$ cat src/sysint_defines.svh
`ifndef SYSINT_DEFINES_SVH
`define SYSINT_DEFINES_SVH

// Register indices as printed; byte address is four times the index
`define SYSI_IDX_PCE1        8'h0D
`define SYSI_IDX_STOPKEEP1   8'h0F
`define SYSI_IDX_SAHI        8'h10
`define SYSI_IDX_SALO        8'h11
`define SYSI_IDX_PROT        8'h12

// Keep-alive and clock-enable field positions
`define SYSI_BIT_IT2         14
`define SYSI_BIT_IT1         13
`define SYSI_BIT_IT0         12
`define SYSI_BIT_TCH3        3
`define SYSI_BIT_TCH0        0
`define SYSI_KEEP_MASK       16'h700F

// Short address layout
`define SYSI_SAHI_MASK       16'h0003
`define SYSI_SALO_MASK       16'hFFFF
`define SYSI_SAHI_RESET      2'h3
`define SYSI_SALO_RESET      16'hFFFF
`define SYSI_SA_OFS_W        6
`define SYSI_SA_DELAY        5

// Protection register layout
`define SYSI_PROT_CLK_LSB    2
`define SYSI_PROT_PIN_LSB    0
`define SYSI_PROT_RESET      2'h0
`define SYSI_PROT_ON_BIT     0
`define SYSI_PROT_LOCK_BIT   1

`endif

$ cat src/sysi_pkg.sv
package sysi_pkg;

    // Stop-mode gating inputs
    typedef struct packed {
        logic       stop_mode;
        logic [6:0] clk_request;
    } sysi_gate_in_t;

    // One protection field: bit1 lock, bit0 protect
    typedef logic [1:0] sysi_prot_t;

    // Short address base pipeline stage
    typedef struct packed {
        logic [1:0]  high;
        logic [15:0] low;
    } sysi_sabase_t;

    typedef enum logic [1:0] {
        SYSI_APB_IDLE,
        SYSI_APB_ACCESS
    } sysi_apb_state_t;

endpackage : sysi_pkg

$ cat src/sysi_regbank.sv
// Notes on behaviour
// - Clear keep-alive gates clock during Stop
// - Set keep-alive runs clock if enabled
// - Interval timer keep-alives at bits 14-12
// - Timer channel keep-alives bits 3-0, reset zero
// - Short address: 6 instruction bits, 18 base
// - High base bits 1-0 give address 23:22
// - Low base gives address bits 21 to 6
// - Short base resets to all ones
// - New base effective five cycles after write
// - Clock protect field guards clock registers
// - Pin protect field guards pin select registers
// - Field codes: off, on, off-locked, on-locked
// - Unlocked field toggles freely by software
// - Locked field changes only by reset
// - Pin protect also guards clock output test fields
// - Clear keep-alive disables clock entering Stop
// - Clock enable bits match keep-alive positions
`include "sysint_defines.svh"

module sysi_regbank
    import sysi_pkg::*;
(
    // Clock and reset
    input  wire logic        i_clk,
    input  wire logic        i_nrst,
    // APB slave
    input  wire logic        i_psel,
    input  wire logic        i_penable,
    input  wire logic        i_pwrite,
    input  wire logic [11:0] i_paddr,
    input  wire logic [31:0] i_pwdata,
    output logic      [31:0] o_prdata,
    output logic             o_pready,
    output logic             o_pslverr,
    // Stop-mode clock gating
    input  wire logic        i_stop_mode,
    output logic      [6:0]  o_periph_clk_en,
    // Short I/O addressing
    input  wire logic [5:0]  i_short_ofs,
    output logic      [23:0] o_short_addr,
    // Protection outputs to other register owners
    output logic             o_clock_ctrl_protect,
    output logic             o_pin_select_protect
);

    // ============================================================
    // State
    // ============================================================
    typedef struct packed {
        logic [15:0] pce1;
        logic [15:0] keep1;
        logic [1:0]  sahi;
        logic [15:0] salo;
        logic [6:0]  clk_en;
        logic [31:0] prdata;
        logic        pslverr;
    } sysi_state_t;

    sysi_state_t  state_q;
    sysi_state_t  state_d;
    sysi_prot_t   clk_prot_val;
    sysi_prot_t   pin_prot_val;
    logic         clk_prot_on;
    logic         pin_prot_on;
    sysi_sabase_t sa_eff;
    logic [7:0]   idx;
    logic         setup;
    logic         acc_phase;
    logic         wr_prot;

    // Gather the seven gated peripherals: timers 2..0 then channels 3..0
    function automatic logic [6:0] sysi_pick(input logic [15:0] r);
        sysi_pick = {r[`SYSI_BIT_IT2:`SYSI_BIT_IT0], r[`SYSI_BIT_TCH3:`SYSI_BIT_TCH0]};
    endfunction : sysi_pick

    function automatic logic sysi_hit(input logic [7:0] a, input logic [7:0] ref_idx);
        sysi_hit = (a == ref_idx);
    endfunction : sysi_hit

    // ============================================================
    // Bus decode
    // ============================================================
    // Zero-wait slave: reads captured in setup, writes land at the access edge
    assign idx       = i_paddr[9:2];
    assign setup     = i_psel && !i_penable;
    assign acc_phase = i_psel && i_penable;
    assign wr_prot   = acc_phase && i_pwrite && sysi_hit(idx, `SYSI_IDX_PROT);

    sysi_prot_field u_clk_prot (
        .i_clk     (i_clk),
        .i_nrst    (i_nrst),
        .i_wr      (wr_prot),
        .i_wdata   (i_pwdata[`SYSI_PROT_CLK_LSB +: 2]),
        .o_value   (clk_prot_val),
        .o_protect (clk_prot_on)
    );

    sysi_prot_field u_pin_prot (
        .i_clk     (i_clk),
        .i_nrst    (i_nrst),
        .i_wr      (wr_prot),
        .i_wdata   (i_pwdata[`SYSI_PROT_PIN_LSB +: 2]),
        .o_value   (pin_prot_val),
        .o_protect (pin_prot_on)
    );

    sysi_sa_delay u_sa_delay (
        .i_clk  (i_clk),
        .i_nrst (i_nrst),
        .i_base ({state_q.sahi, state_q.salo}),
        .o_base (sa_eff)
    );

    // ============================================================
    // Next state
    // ============================================================
    always_comb
    begin
        state_d = state_q;
        state_d.pslverr = 1'b0;
        if (setup)
        begin
            state_d.prdata = 32'h0000_0000;
            if (i_pwrite)
            begin
                // Flagged in setup so the error stands through the access cycle
                if (!sysi_hit(idx, `SYSI_IDX_PROT) && !sysi_hit(idx, `SYSI_IDX_PCE1)
                    && !sysi_hit(idx, `SYSI_IDX_STOPKEEP1) && !sysi_hit(idx, `SYSI_IDX_SAHI)
                    && !sysi_hit(idx, `SYSI_IDX_SALO))
                begin
                    state_d.pslverr = 1'b1;
                end
            end
            else
            begin
                case (idx)
                    `SYSI_IDX_PCE1:      state_d.prdata = {16'h0000, state_q.pce1};
                    `SYSI_IDX_STOPKEEP1: state_d.prdata = {16'h0000, state_q.keep1};
                    `SYSI_IDX_SAHI:      state_d.prdata = {30'h0000_0000, state_q.sahi};
                    `SYSI_IDX_SALO:      state_d.prdata = {16'h0000, state_q.salo};
                    `SYSI_IDX_PROT:      state_d.prdata = {28'h000_0000, clk_prot_val, pin_prot_val};
                    default:             state_d.pslverr = 1'b1;
                endcase
            end
        end
        // Writes take effect only at the edge where pready is seen
        if (acc_phase && i_pwrite)
        begin
            // Protected registers silently keep their value
            if (sysi_hit(idx, `SYSI_IDX_PCE1) && !clk_prot_on)
            begin
                state_d.pce1 = i_pwdata[15:0] & `SYSI_KEEP_MASK;
            end
            else if (sysi_hit(idx, `SYSI_IDX_STOPKEEP1) && !clk_prot_on)
            begin
                state_d.keep1 = i_pwdata[15:0] & `SYSI_KEEP_MASK;
            end
            else if (sysi_hit(idx, `SYSI_IDX_SAHI))
            begin
                state_d.sahi = i_pwdata[1:0];
            end
            else if (sysi_hit(idx, `SYSI_IDX_SALO))
            begin
                state_d.salo = i_pwdata[15:0];
            end
        end
        // Outside Stop every enabled clock runs; in Stop only kept ones
        if (i_stop_mode)
        begin
            state_d.clk_en = sysi_pick(state_q.pce1) & sysi_pick(state_q.keep1);
        end
        else
        begin
            state_d.clk_en = sysi_pick(state_q.pce1);
        end
    end

    // ============================================================
    // Registers
    // ============================================================
    always_ff @(posedge i_clk or negedge i_nrst)
    begin
        if (!i_nrst)
        begin
            state_q.pce1    <= 16'h0000;
            state_q.keep1   <= 16'h0000;
            state_q.sahi    <= `SYSI_SAHI_RESET;
            state_q.salo    <= `SYSI_SALO_RESET;
            state_q.clk_en  <= 7'h00;
            state_q.prdata  <= 32'h0000_0000;
            state_q.pslverr <= 1'b0;
        end
        else
        begin
            state_q <= state_d;
        end
    end

    // ============================================================
    // Outputs
    // ============================================================
    assign o_prdata             = state_q.prdata;
    assign o_pslverr            = state_q.pslverr;
    assign o_pready             = 1'b1;
    assign o_periph_clk_en      = state_q.clk_en;
    assign o_short_addr         = {sa_eff.high, sa_eff.low, i_short_ofs};
    assign o_clock_ctrl_protect = clk_prot_on;
    // Also covers test-only clock output waveform fields elsewhere
    assign o_pin_select_protect = pin_prot_on;

endmodule : sysi_regbank

$ cat src/sysi_prot_field.sv
`include "sysint_defines.svh"

module sysi_prot_field
    import sysi_pkg::*;
(
    // Clock and reset
    input  wire logic       i_clk,
    input  wire logic       i_nrst,
    // Software write
    input  wire logic       i_wr,
    input  wire sysi_prot_t i_wdata,
    // Field state
    output sysi_prot_t      o_value,
    output logic            o_protect
);

    typedef struct packed {
        sysi_prot_t value;
    } sysi_pf_state_t;

    sysi_pf_state_t state_q;
    sysi_pf_state_t state_d;

    always_comb
    begin
        state_d = state_q;
        // Locked fields ignore every write until reset
        if (i_wr && !state_q.value[`SYSI_PROT_LOCK_BIT])
        begin
            state_d.value = i_wdata;
        end
    end

    always_ff @(posedge i_clk or negedge i_nrst)
    begin
        if (!i_nrst)
        begin
            state_q.value <= `SYSI_PROT_RESET;
        end
        else
        begin
            state_q <= state_d;
        end
    end

    assign o_value   = state_q.value;
    assign o_protect = state_q.value[`SYSI_PROT_ON_BIT];

endmodule : sysi_prot_field

$ cat src/sysi_sa_delay.sv
`include "sysint_defines.svh"

module sysi_sa_delay
    import sysi_pkg::*;
#(
    parameter int DEPTH = `SYSI_SA_DELAY
)
(
    // Clock and reset
    input  wire logic   i_clk,
    input  wire logic   i_nrst,
    // Base as written and base in effect
    input  sysi_sabase_t i_base,
    output sysi_sabase_t o_base
);

    typedef struct packed {
        sysi_sabase_t [DEPTH-1:0] stage;
    } sysi_sd_state_t;

    sysi_sd_state_t state_q;
    sysi_sd_state_t state_d;

    // Matches the core pipeline so a new base lands after five cycles
    always_comb
    begin
        state_d = state_q;
        state_d.stage[0] = i_base;
        for (int i = 1; i < DEPTH; i++)
        begin
            state_d.stage[i] = state_q.stage[i-1];
        end
    end

    always_ff @(posedge i_clk or negedge i_nrst)
    begin
        if (!i_nrst)
        begin
            for (int i = 0; i < DEPTH; i++)
            begin
                state_q.stage[i].high <= `SYSI_SAHI_RESET;
                state_q.stage[i].low  <= `SYSI_SALO_RESET;
            end
        end
        else
        begin
            state_q <= state_d;
        end
    end

    assign o_base = state_q.stage[DEPTH-1];

endmodule : sysi_sa_delay

$ cat config.mk
export PLATFORM = sky130hd
export DESIGN_NAME = sysi_regbank
export DESIGN_NICKNAME = d
export VERILOG_FILES = /design/src/sysi_pkg.sv /design/src/sysi_regbank.sv /design/src/sysi_prot_field.sv /design/src/sysi_sa_delay.sv
export VERILOG_INCLUDE_DIRS = /design/src /design/src/src
export SDC_FILE = /design/constraint.sdc
export NUM_CORES = 1
export LEC_CHECK = 0
export ABC_AREA = 1
export BUFFER_PORTS_ARGS = -buffer_cell sky130_fd_sc_hd__buf_2
export CAP_MARGIN = 10
export CORE_MARGIN = 2
export CORE_UTILIZATION = 25
export DETAILED_ROUTE_END_ITERATION = 10
export MAX_ROUTING_LAYER = met4
export RECOVER_POWER = 50
export SYNTH_ARGS = -nofsm -noshare
export SYNTH_HDL_FRONTEND = slang
export SYNTH_SLANG_ARGS = --single-unit
$ cat constraint.sdc
create_clock -name i_clk -period 1.7 [get_ports i_clk]
set_input_delay 0.34 -clock i_clk [delete_from_list [all_inputs] [get_ports i_clk]]
set_output_delay 0.34 -clock i_clk [all_outputs]
set_load 0.01 [all_outputs]
==> impl_metrics.tcl, run 1 <==
set metrics [dict create \
    via_count 3094 \
    wirelength_um 10230 \
    grt_pass1_wl_um 16880 \
    wl_per_cell_um 12.46 \
    postCtsSetupBuffers 0 \
    worstSetupEndpointType "output port" \
    power_density_nw_per_um2 1149 \
    clock_path_buffers 2 \
    finClkSkew_ps 5.212 \
    synth_top_area_cell "dfstp_2" \
    tightest_slew_ps 582.8 \
    io_pins 123 \
    status "completed" \
    p_clk_share_pct 48.9 \
    start_kind "register" \
    clkTransAtPathRegs_ps 60 \
    dieHeight_um 154.1 \
    clock.fmax_mhz 672.3 \
    grtUsageTotal_pct 9.562 \
    synth_seq_cells 150 \
    grt_max_degree 45 \
    layout_min_cycle_time_ps 1487 \
    dr.pass1.iters 4 \
    synth_cell_types 27 \
    die_area_um2 23740 \
    grt_remaining_overflow 0 \
    syn_area_um2 5630 \
    p_comb_share_pct 3.4 \
    setup_viol 0 \
    antenna_found_initial 1 \
    viasPerCell 3.769 \
    synth_area_leaders "dfstp_2 50%, dfrtp_1 19%, nand2_1 7.4%" \
    cts_tree "yes" \
    hold_violations 0 \
    num_rows 54 \
    crit_buf_inv 1 \
    slowest_stage "dfrtp_1" \
    setup_tns_ps 0 \
    grt_setup_unrepaired "false" \
    nNetsFinal 583 \
    yosysSeqAreaShare_pct 69.07 \
    core_um2 21960 \
    cts.sinks 150 \
    p_leak_nw 3.227 \
    relSlewSlack_pct 61.14 \
    path_delay_family "flip-flops" \
    vdd_drop_max_v 0.0005593 \
    syn_inst 464 \
    clkLatencyLatePin_ps 410 \
    ff2ff_setup_slack_ps 420 \
    cp_data_required_time_ps 1360 \
    critPathKind "reg2out" \
    postRouteAntennaNets 0 \
    max_stage_delay_ps 520 \
    drive_above_1_share_pct 47.22 \
    drt_iter0_drc 123 \
    dp_hpwl_um 7175 \
    finalMaxSlewViolations 0 \
    ctsResizeCount 0 \
    p_seq_share_pct 47.7 \
    cp_max_fo 6 \
    power_switching_w 0.001672 \
    crit_chain "buf_2" \
    placed_area_um2 6102 \
    h-tree-depth 4 \
    drv_cap 0 \
    yosysTopAreaCellShare_pct 50.40 \
    gp_congestion 0.7666 \
    min_path_type "in2reg" \
    p_int_w 0.006016 \
    synth_area_per_cell_um2 12.13 \
    die_w_um 154.1 \
    synth_warnings 0 \
    sw_frac_of_total_pct 21.75 \
    area_growth_pct 18.87 \
    fillers 2235 \
    io_buffers 73 \
    start_util_pct 25.64 \
    cts_made_buffers 17 \
    postLayoutCellArea_um2 6693 \
    grt_pass1_vias 3211 \
    arrival_ps 1150 \
    min_period_over_period_pct 87.49 \
    drc 0 \
    clockRootBuffer "clkbuf_16" \
]
-- power groups by stage --
| stage | sequential [W] | combinational (W) | clock (W) |
|---|---|---|---|
| finish | 0.00367 | 0.000265 | 0.00376 |
| global route | 0.00367 | 0.000300 | 0.00404 |
| CTS | 0.00367 | 0.000283 | 0.00388 |
| detailed placement | 0.00373 | 0.000280 | 0 |
| global placement | 0.00373 | 0.000276 | 0 |
| floorplan | 0.00372 | 0.000149 | 0 |
-- kinds of logic after synthesis --
| logic type | Yosys count | share of synthesized area, % |
|---|---|---|
| buffers and inverters | 86 | 9.555 |
| flip-flops | 150 | 69.07 |
| AO/OA/AOI/OAI | 28 | 3.800 |
| other | 2 | 0.1334 |
| AND/OR/NAND/NOR | 198 | 17.44 |
-- cell type report --
type / instances / area (um^2) / area share [%]
multi-input cells: 243 / 1255 / 18.75
diodes: 1 / 2.502 / 0.03739
clock buffers: 19 / 464.2 / 6.936
inverters: 31 / 118.9 / 1.776
well taps: 280 / 350.3 / 5.235
clock inverters: 13 / 143.9 / 2.150
flip-flops and latches: 150 / 3889 / 58.10
repair buffers: 84 / 469.2 / 7.011
-- cell usage in the layout, fill, tap and decap left out, types with 2 or more instances in the layout --
master and count:
nand2_1 112, dfstp_2 90, buf_2 72, nand3_1 49, dfrtp_1 42, inv_1 19, clkbuf_16 18, dfstp_1 18
conb_1 17, o21ai_2 15, inv_2 10, nor2_1 9, a21boi_0 7, nand2_2 7, buf_4 7, nand2_4 6
nor2_4 4, o21ai_1 4, clkinvlp_4 4, nor2_8 3, inv_6 3, nor2_2 2, nor3_1 2, o21ai_0 2
nand4_1 2, clkinv_4 2, bufinv_16 2, clkinv_2 2, clkbuf_4 2
-- state kept, by name, summed over array words and instances, names as in the netlist --
| name | cells |
|---|---|
| u_sa_delay.o_base | 18 |
| o_pslverr | 1 |
| u_clk_prot.o_value | 2 |
| state_q | 32 |
| u_sa_delay.state_d | 72 |
| o_prdata | 16 |
| o_periph_clk_en | 7 |
| u_pin_prot.o_value | 2 |
-- worst reg2reg max path, stage by stage (launching register included) --
cell,delay (ps)
dfrtp_1,480
nor3_4,420
nand2_4,140
nand2_1,80
nand2_1,50
-- per-stage QoR --
step / setup slack, ps / util [%] / std cells / total power, W / hold WS [ps]
after floorplan: 419.4 / - / 479 / 0.003873 / 44.41
final: 212.6 / 30.48 / 821 / 0.007689 / 155.9
after CTS: 177.5 / 30.60 / 820 / 0.007835 / 125.6
after global routing: 148.3 / 30.48 / 821 / 0.008007 / 156.2
after global placement: 95.36 / 27.79 / 787 / 0.004001 / 276.8
after detailed placement: 71.71 / 27.79 / 787 / 0.004006 / 280.2
-- per-layer routing --
layer | part of all wire, % | routed length (um) | track usage (%)
met1 | 46 | 4662 | 11.59
met2 | 48 | 4909 | 14.56
met3 | 5.0 | 507 | 2.847
met4 | 1.5 | 149 | 4.717
met5 | 0 | 0 | -
-- path summary, 6_finish.rpt --
path	from	to	cells after the start
setup / recovery	u_clk_prot.o_value[0]	o_clock_ctrl_protect	1
hold / removal	i_pwdata[8]	state_q[48]	3
setup reg to reg	u_clk_prot.o_value[0]	state_q[60]	4
hold reg to reg	u_sa_delay.state_d[58]	u_sa_delay.state_d[76]	0
max in group asynchronous	i_nrst	state_q[75]	3
min in group asynchronous	i_nrst	o_prdata[8]	2
-- synthesized netlist by cell type --
cell type and instances:
a21boi_0 7, buf_2 2, buf_4 48, buf_6 4, clkbuf_1 1, clkinv_1 1
conb_1 2, dfrtp_1 42, dfstp_2 108, inv_1 18, inv_2 11, inv_4 1
nand2_1 111, nand2_2 8, nand2_4 6, nand3_1 49, nand3_2 1, nand4_1 2
nor2_1 8, nor2_2 3, nor2_4 4, nor2_8 3, nor3_1 2, nor3_4 1
o21ai_0 2, o21ai_1 4, o21ai_2 15
-- timing repair --
item / CTS / global route
setup endpoints to repair: 0 / 0
endpoints found under the hold margin: 8 / 0
hold buffers: 1 / 0
Note: power is estimated with default switching activity, not from simulation.
==> run 2: changes to the inputs <==
clock period = 1.45 ns   (was 1.7 ns; I/O delays follow)
==> run 2 against run 1 <==
Via count up 3.4%. Sequential share of layout area shrank 0.84 points. Critical path depth stayed put. Global-route usage grew 0.29 points. Highest routed layer unchanged. Clock power rose by 23%. First-iteration DRC count is 11% lower. Power grew 20%. Clock skew rose by 5.6 ps. Setup slack worse by 120 ps.
==> impl_metrics.tcl, run 2 (synthesis gave the netlist of run 1 again) <==
set metrics [dict create \
    cp.depth 1 \
    dieHeight_um 154.1 \
    grt_max_degree 45 \
    viasPerCell 3.868 \
    finalMaxSlewViolations 0 \
    slowest_stage "dfrtp_2" \
    crit_buf_inv 1 \
    layout_min_cycle_time_ps 1356 \
    relSlewSlack_pct 30.01 \
    drv_cap 0 \
    max_stage_delay_ps 470 \
    start_util_pct 25.64 \
    arrival_ps 1070 \
    start_kind "register" \
    postCtsSetupBuffers 0 \
    cts_made_buffers 17 \
    dpl_worst_slack_ps -9.328 \
    antenna_found_initial 0 \
    drt_iter0_drc 109 \
    drc 0 \
    layout_commonest_cell "nand2_1" \
    min_path_type "in2reg" \
    vdd_drop_max_v 0.0008085 \
    via_count 3199 \
    holdWs_ps 89.69 \
    clkTransAtPathRegs_ps 60 \
    rr_worst_depth 4 \
    r2r-start "u_clk_prot.o_value[0]" \
    area_growth_pct 20.64 \
    nNetsFinal 590 \
    antenna_cells 0 \
    wl_per_cell_um 12.53 \
    h-tree-depth 4 \
    ff2ff_setup_slack_ps 310 \
    clock_path_buffers 2 \
    num_rows 54 \
    setup_ws_ps 94.47 \
    postRouteAntennaNets 0 \
    worstSetupEndpointType "output port" \
    fillers 2210 \
    postCtsHoldBufs 0 \
    grt_setup_unrepaired "false" \
    dp_cells 795 \
    hp-start "i_pwdata[5]" \
    grtUsageTotal_pct 9.849 \
    clock.fmax_mhz 737.7 \
    dr.pass1.iters 6 \
    grt_pass1_vias 3304 \
    path_delay_family "flip-flops" \
    drive_above_1_share_pct 51.01 \
    die_w_um 154.1 \
    cts_tree "yes" \
    grt_remaining_overflow 0 \
    status "completed" \
    tightest_slew_ps 1050 \
    layout_common_cells "111 x nand2_1, 108 x dfstp_2, 72 x buf_2, 49 x nand3_1, 41 x dfrtp_1" \
    min_period_over_period_pct 93.49 \
    startpoint "u_clk_prot.o_value[0]" \
    wirelength_um 10360 \
    clkLatencyLatePin_ps 420 \
    p_leak_nw 3.279 \
    grt_pass1_wl_um 17310 \
    cp_data_required_time_ps 1160 \
    die_area_um2 23740 \
    power_density_nw_per_um2 1362 \
    cts.sinks 150 \
    io_buffers 73 \
    hold_violations 0 \
    final_cell_count_no_fill 827 \
    cp_max_fo 6 \
    ctsResizeCount 1 \
    endpoint "o_clock_ctrl_protect" \
    gp_congestion 0.8088 \
    io_pins 123 \
    r2r_end "state_q[74]" \
    clockRootBuffer "clkbuf_16" \
    setup_viol 0 \
    core_um2 21960 \
    crit_chain "buf_2" \
    critPathKind "reg2out" \
    largest_reg_flops 72 \
    finClkSkew_ps 10.79 \
    dp_hpwl_um 7443 \
]
-- run 2: cell types whose count changed in the layout (fill, tap and decap cells not counted), moves of 3 or more --
cell / change
dfstp_1: -18
dfstp_2: +18
clkbuf_1: +6
clkinvlp_4: -4
buf_12: +3
buf_4: +3
clkbuf_2: +3
inv_6: -3
-- run 2: routing by layer --
metal	track usage, %	wire [um]
met5	-	0
met4	4.406	155
met3	3.551	545
met2	15.08	5059
met1	11.66	4602
-- run 2: how the worst min path moves through the flow --
stage	slack (ps)	cells past startpoint	end
2_1_floorplan	-6	0	o_periph_clk_en[0]
3_3_place_gp	350	0	u_sa_delay.state_d[85]
3_5_place_dp	350	0	u_sa_delay.state_d[56]
4_1_cts	70	3	state_q[48]
5_1_grt	70	3	state_q[48]
6_report	90	3	state_q[45]
-- run 2: metrics by stage --
step | utilization [%] | TNS, ps | total power [W] | instance area, um^2
global route | 30.93 | 0 | 0.009623 | 6793
CTS | 31.17 | 0 | 0.009411 | 6845
finish | 30.93 | 0 | 0.009251 | 6793
global placement | 28.29 | 0 | 0.004707 | 6212
floorplan | - | 0 | 0.004541 | 5687
detailed placement | 28.29 | -16.86 | 0.004713 | 6212
-- run 2: area by class of cell --
cell class / instances / area (um^2) / area share (%)
timing repair buffer: 91 / 541.8 / 7.976
inverter: 31 / 118.9 / 1.750
sequential: 150 / 3890 / 57.27
clock buffer: 26 / 521.8 / 7.681
multi-input combinational: 243 / 1260 / 18.55
tap: 280 / 350.3 / 5.157
clock inverter: 6 / 110.1 / 1.621
-- run 2: worst register-to-register path: stages, from the launching register on --
cell and delay (ps):
dfrtp_2 470, nor2_2 140, nand2_2 210, nand2_1 150, o21ai_2 60
-- run 2: power by group --
part,switching [W],internal [W],leakage (nW)
Combinational,0.000229,0.0000864,1.28
Sequential,0.0000218,0.00428,1.69
Clock,0.00162,0.00301,0.309
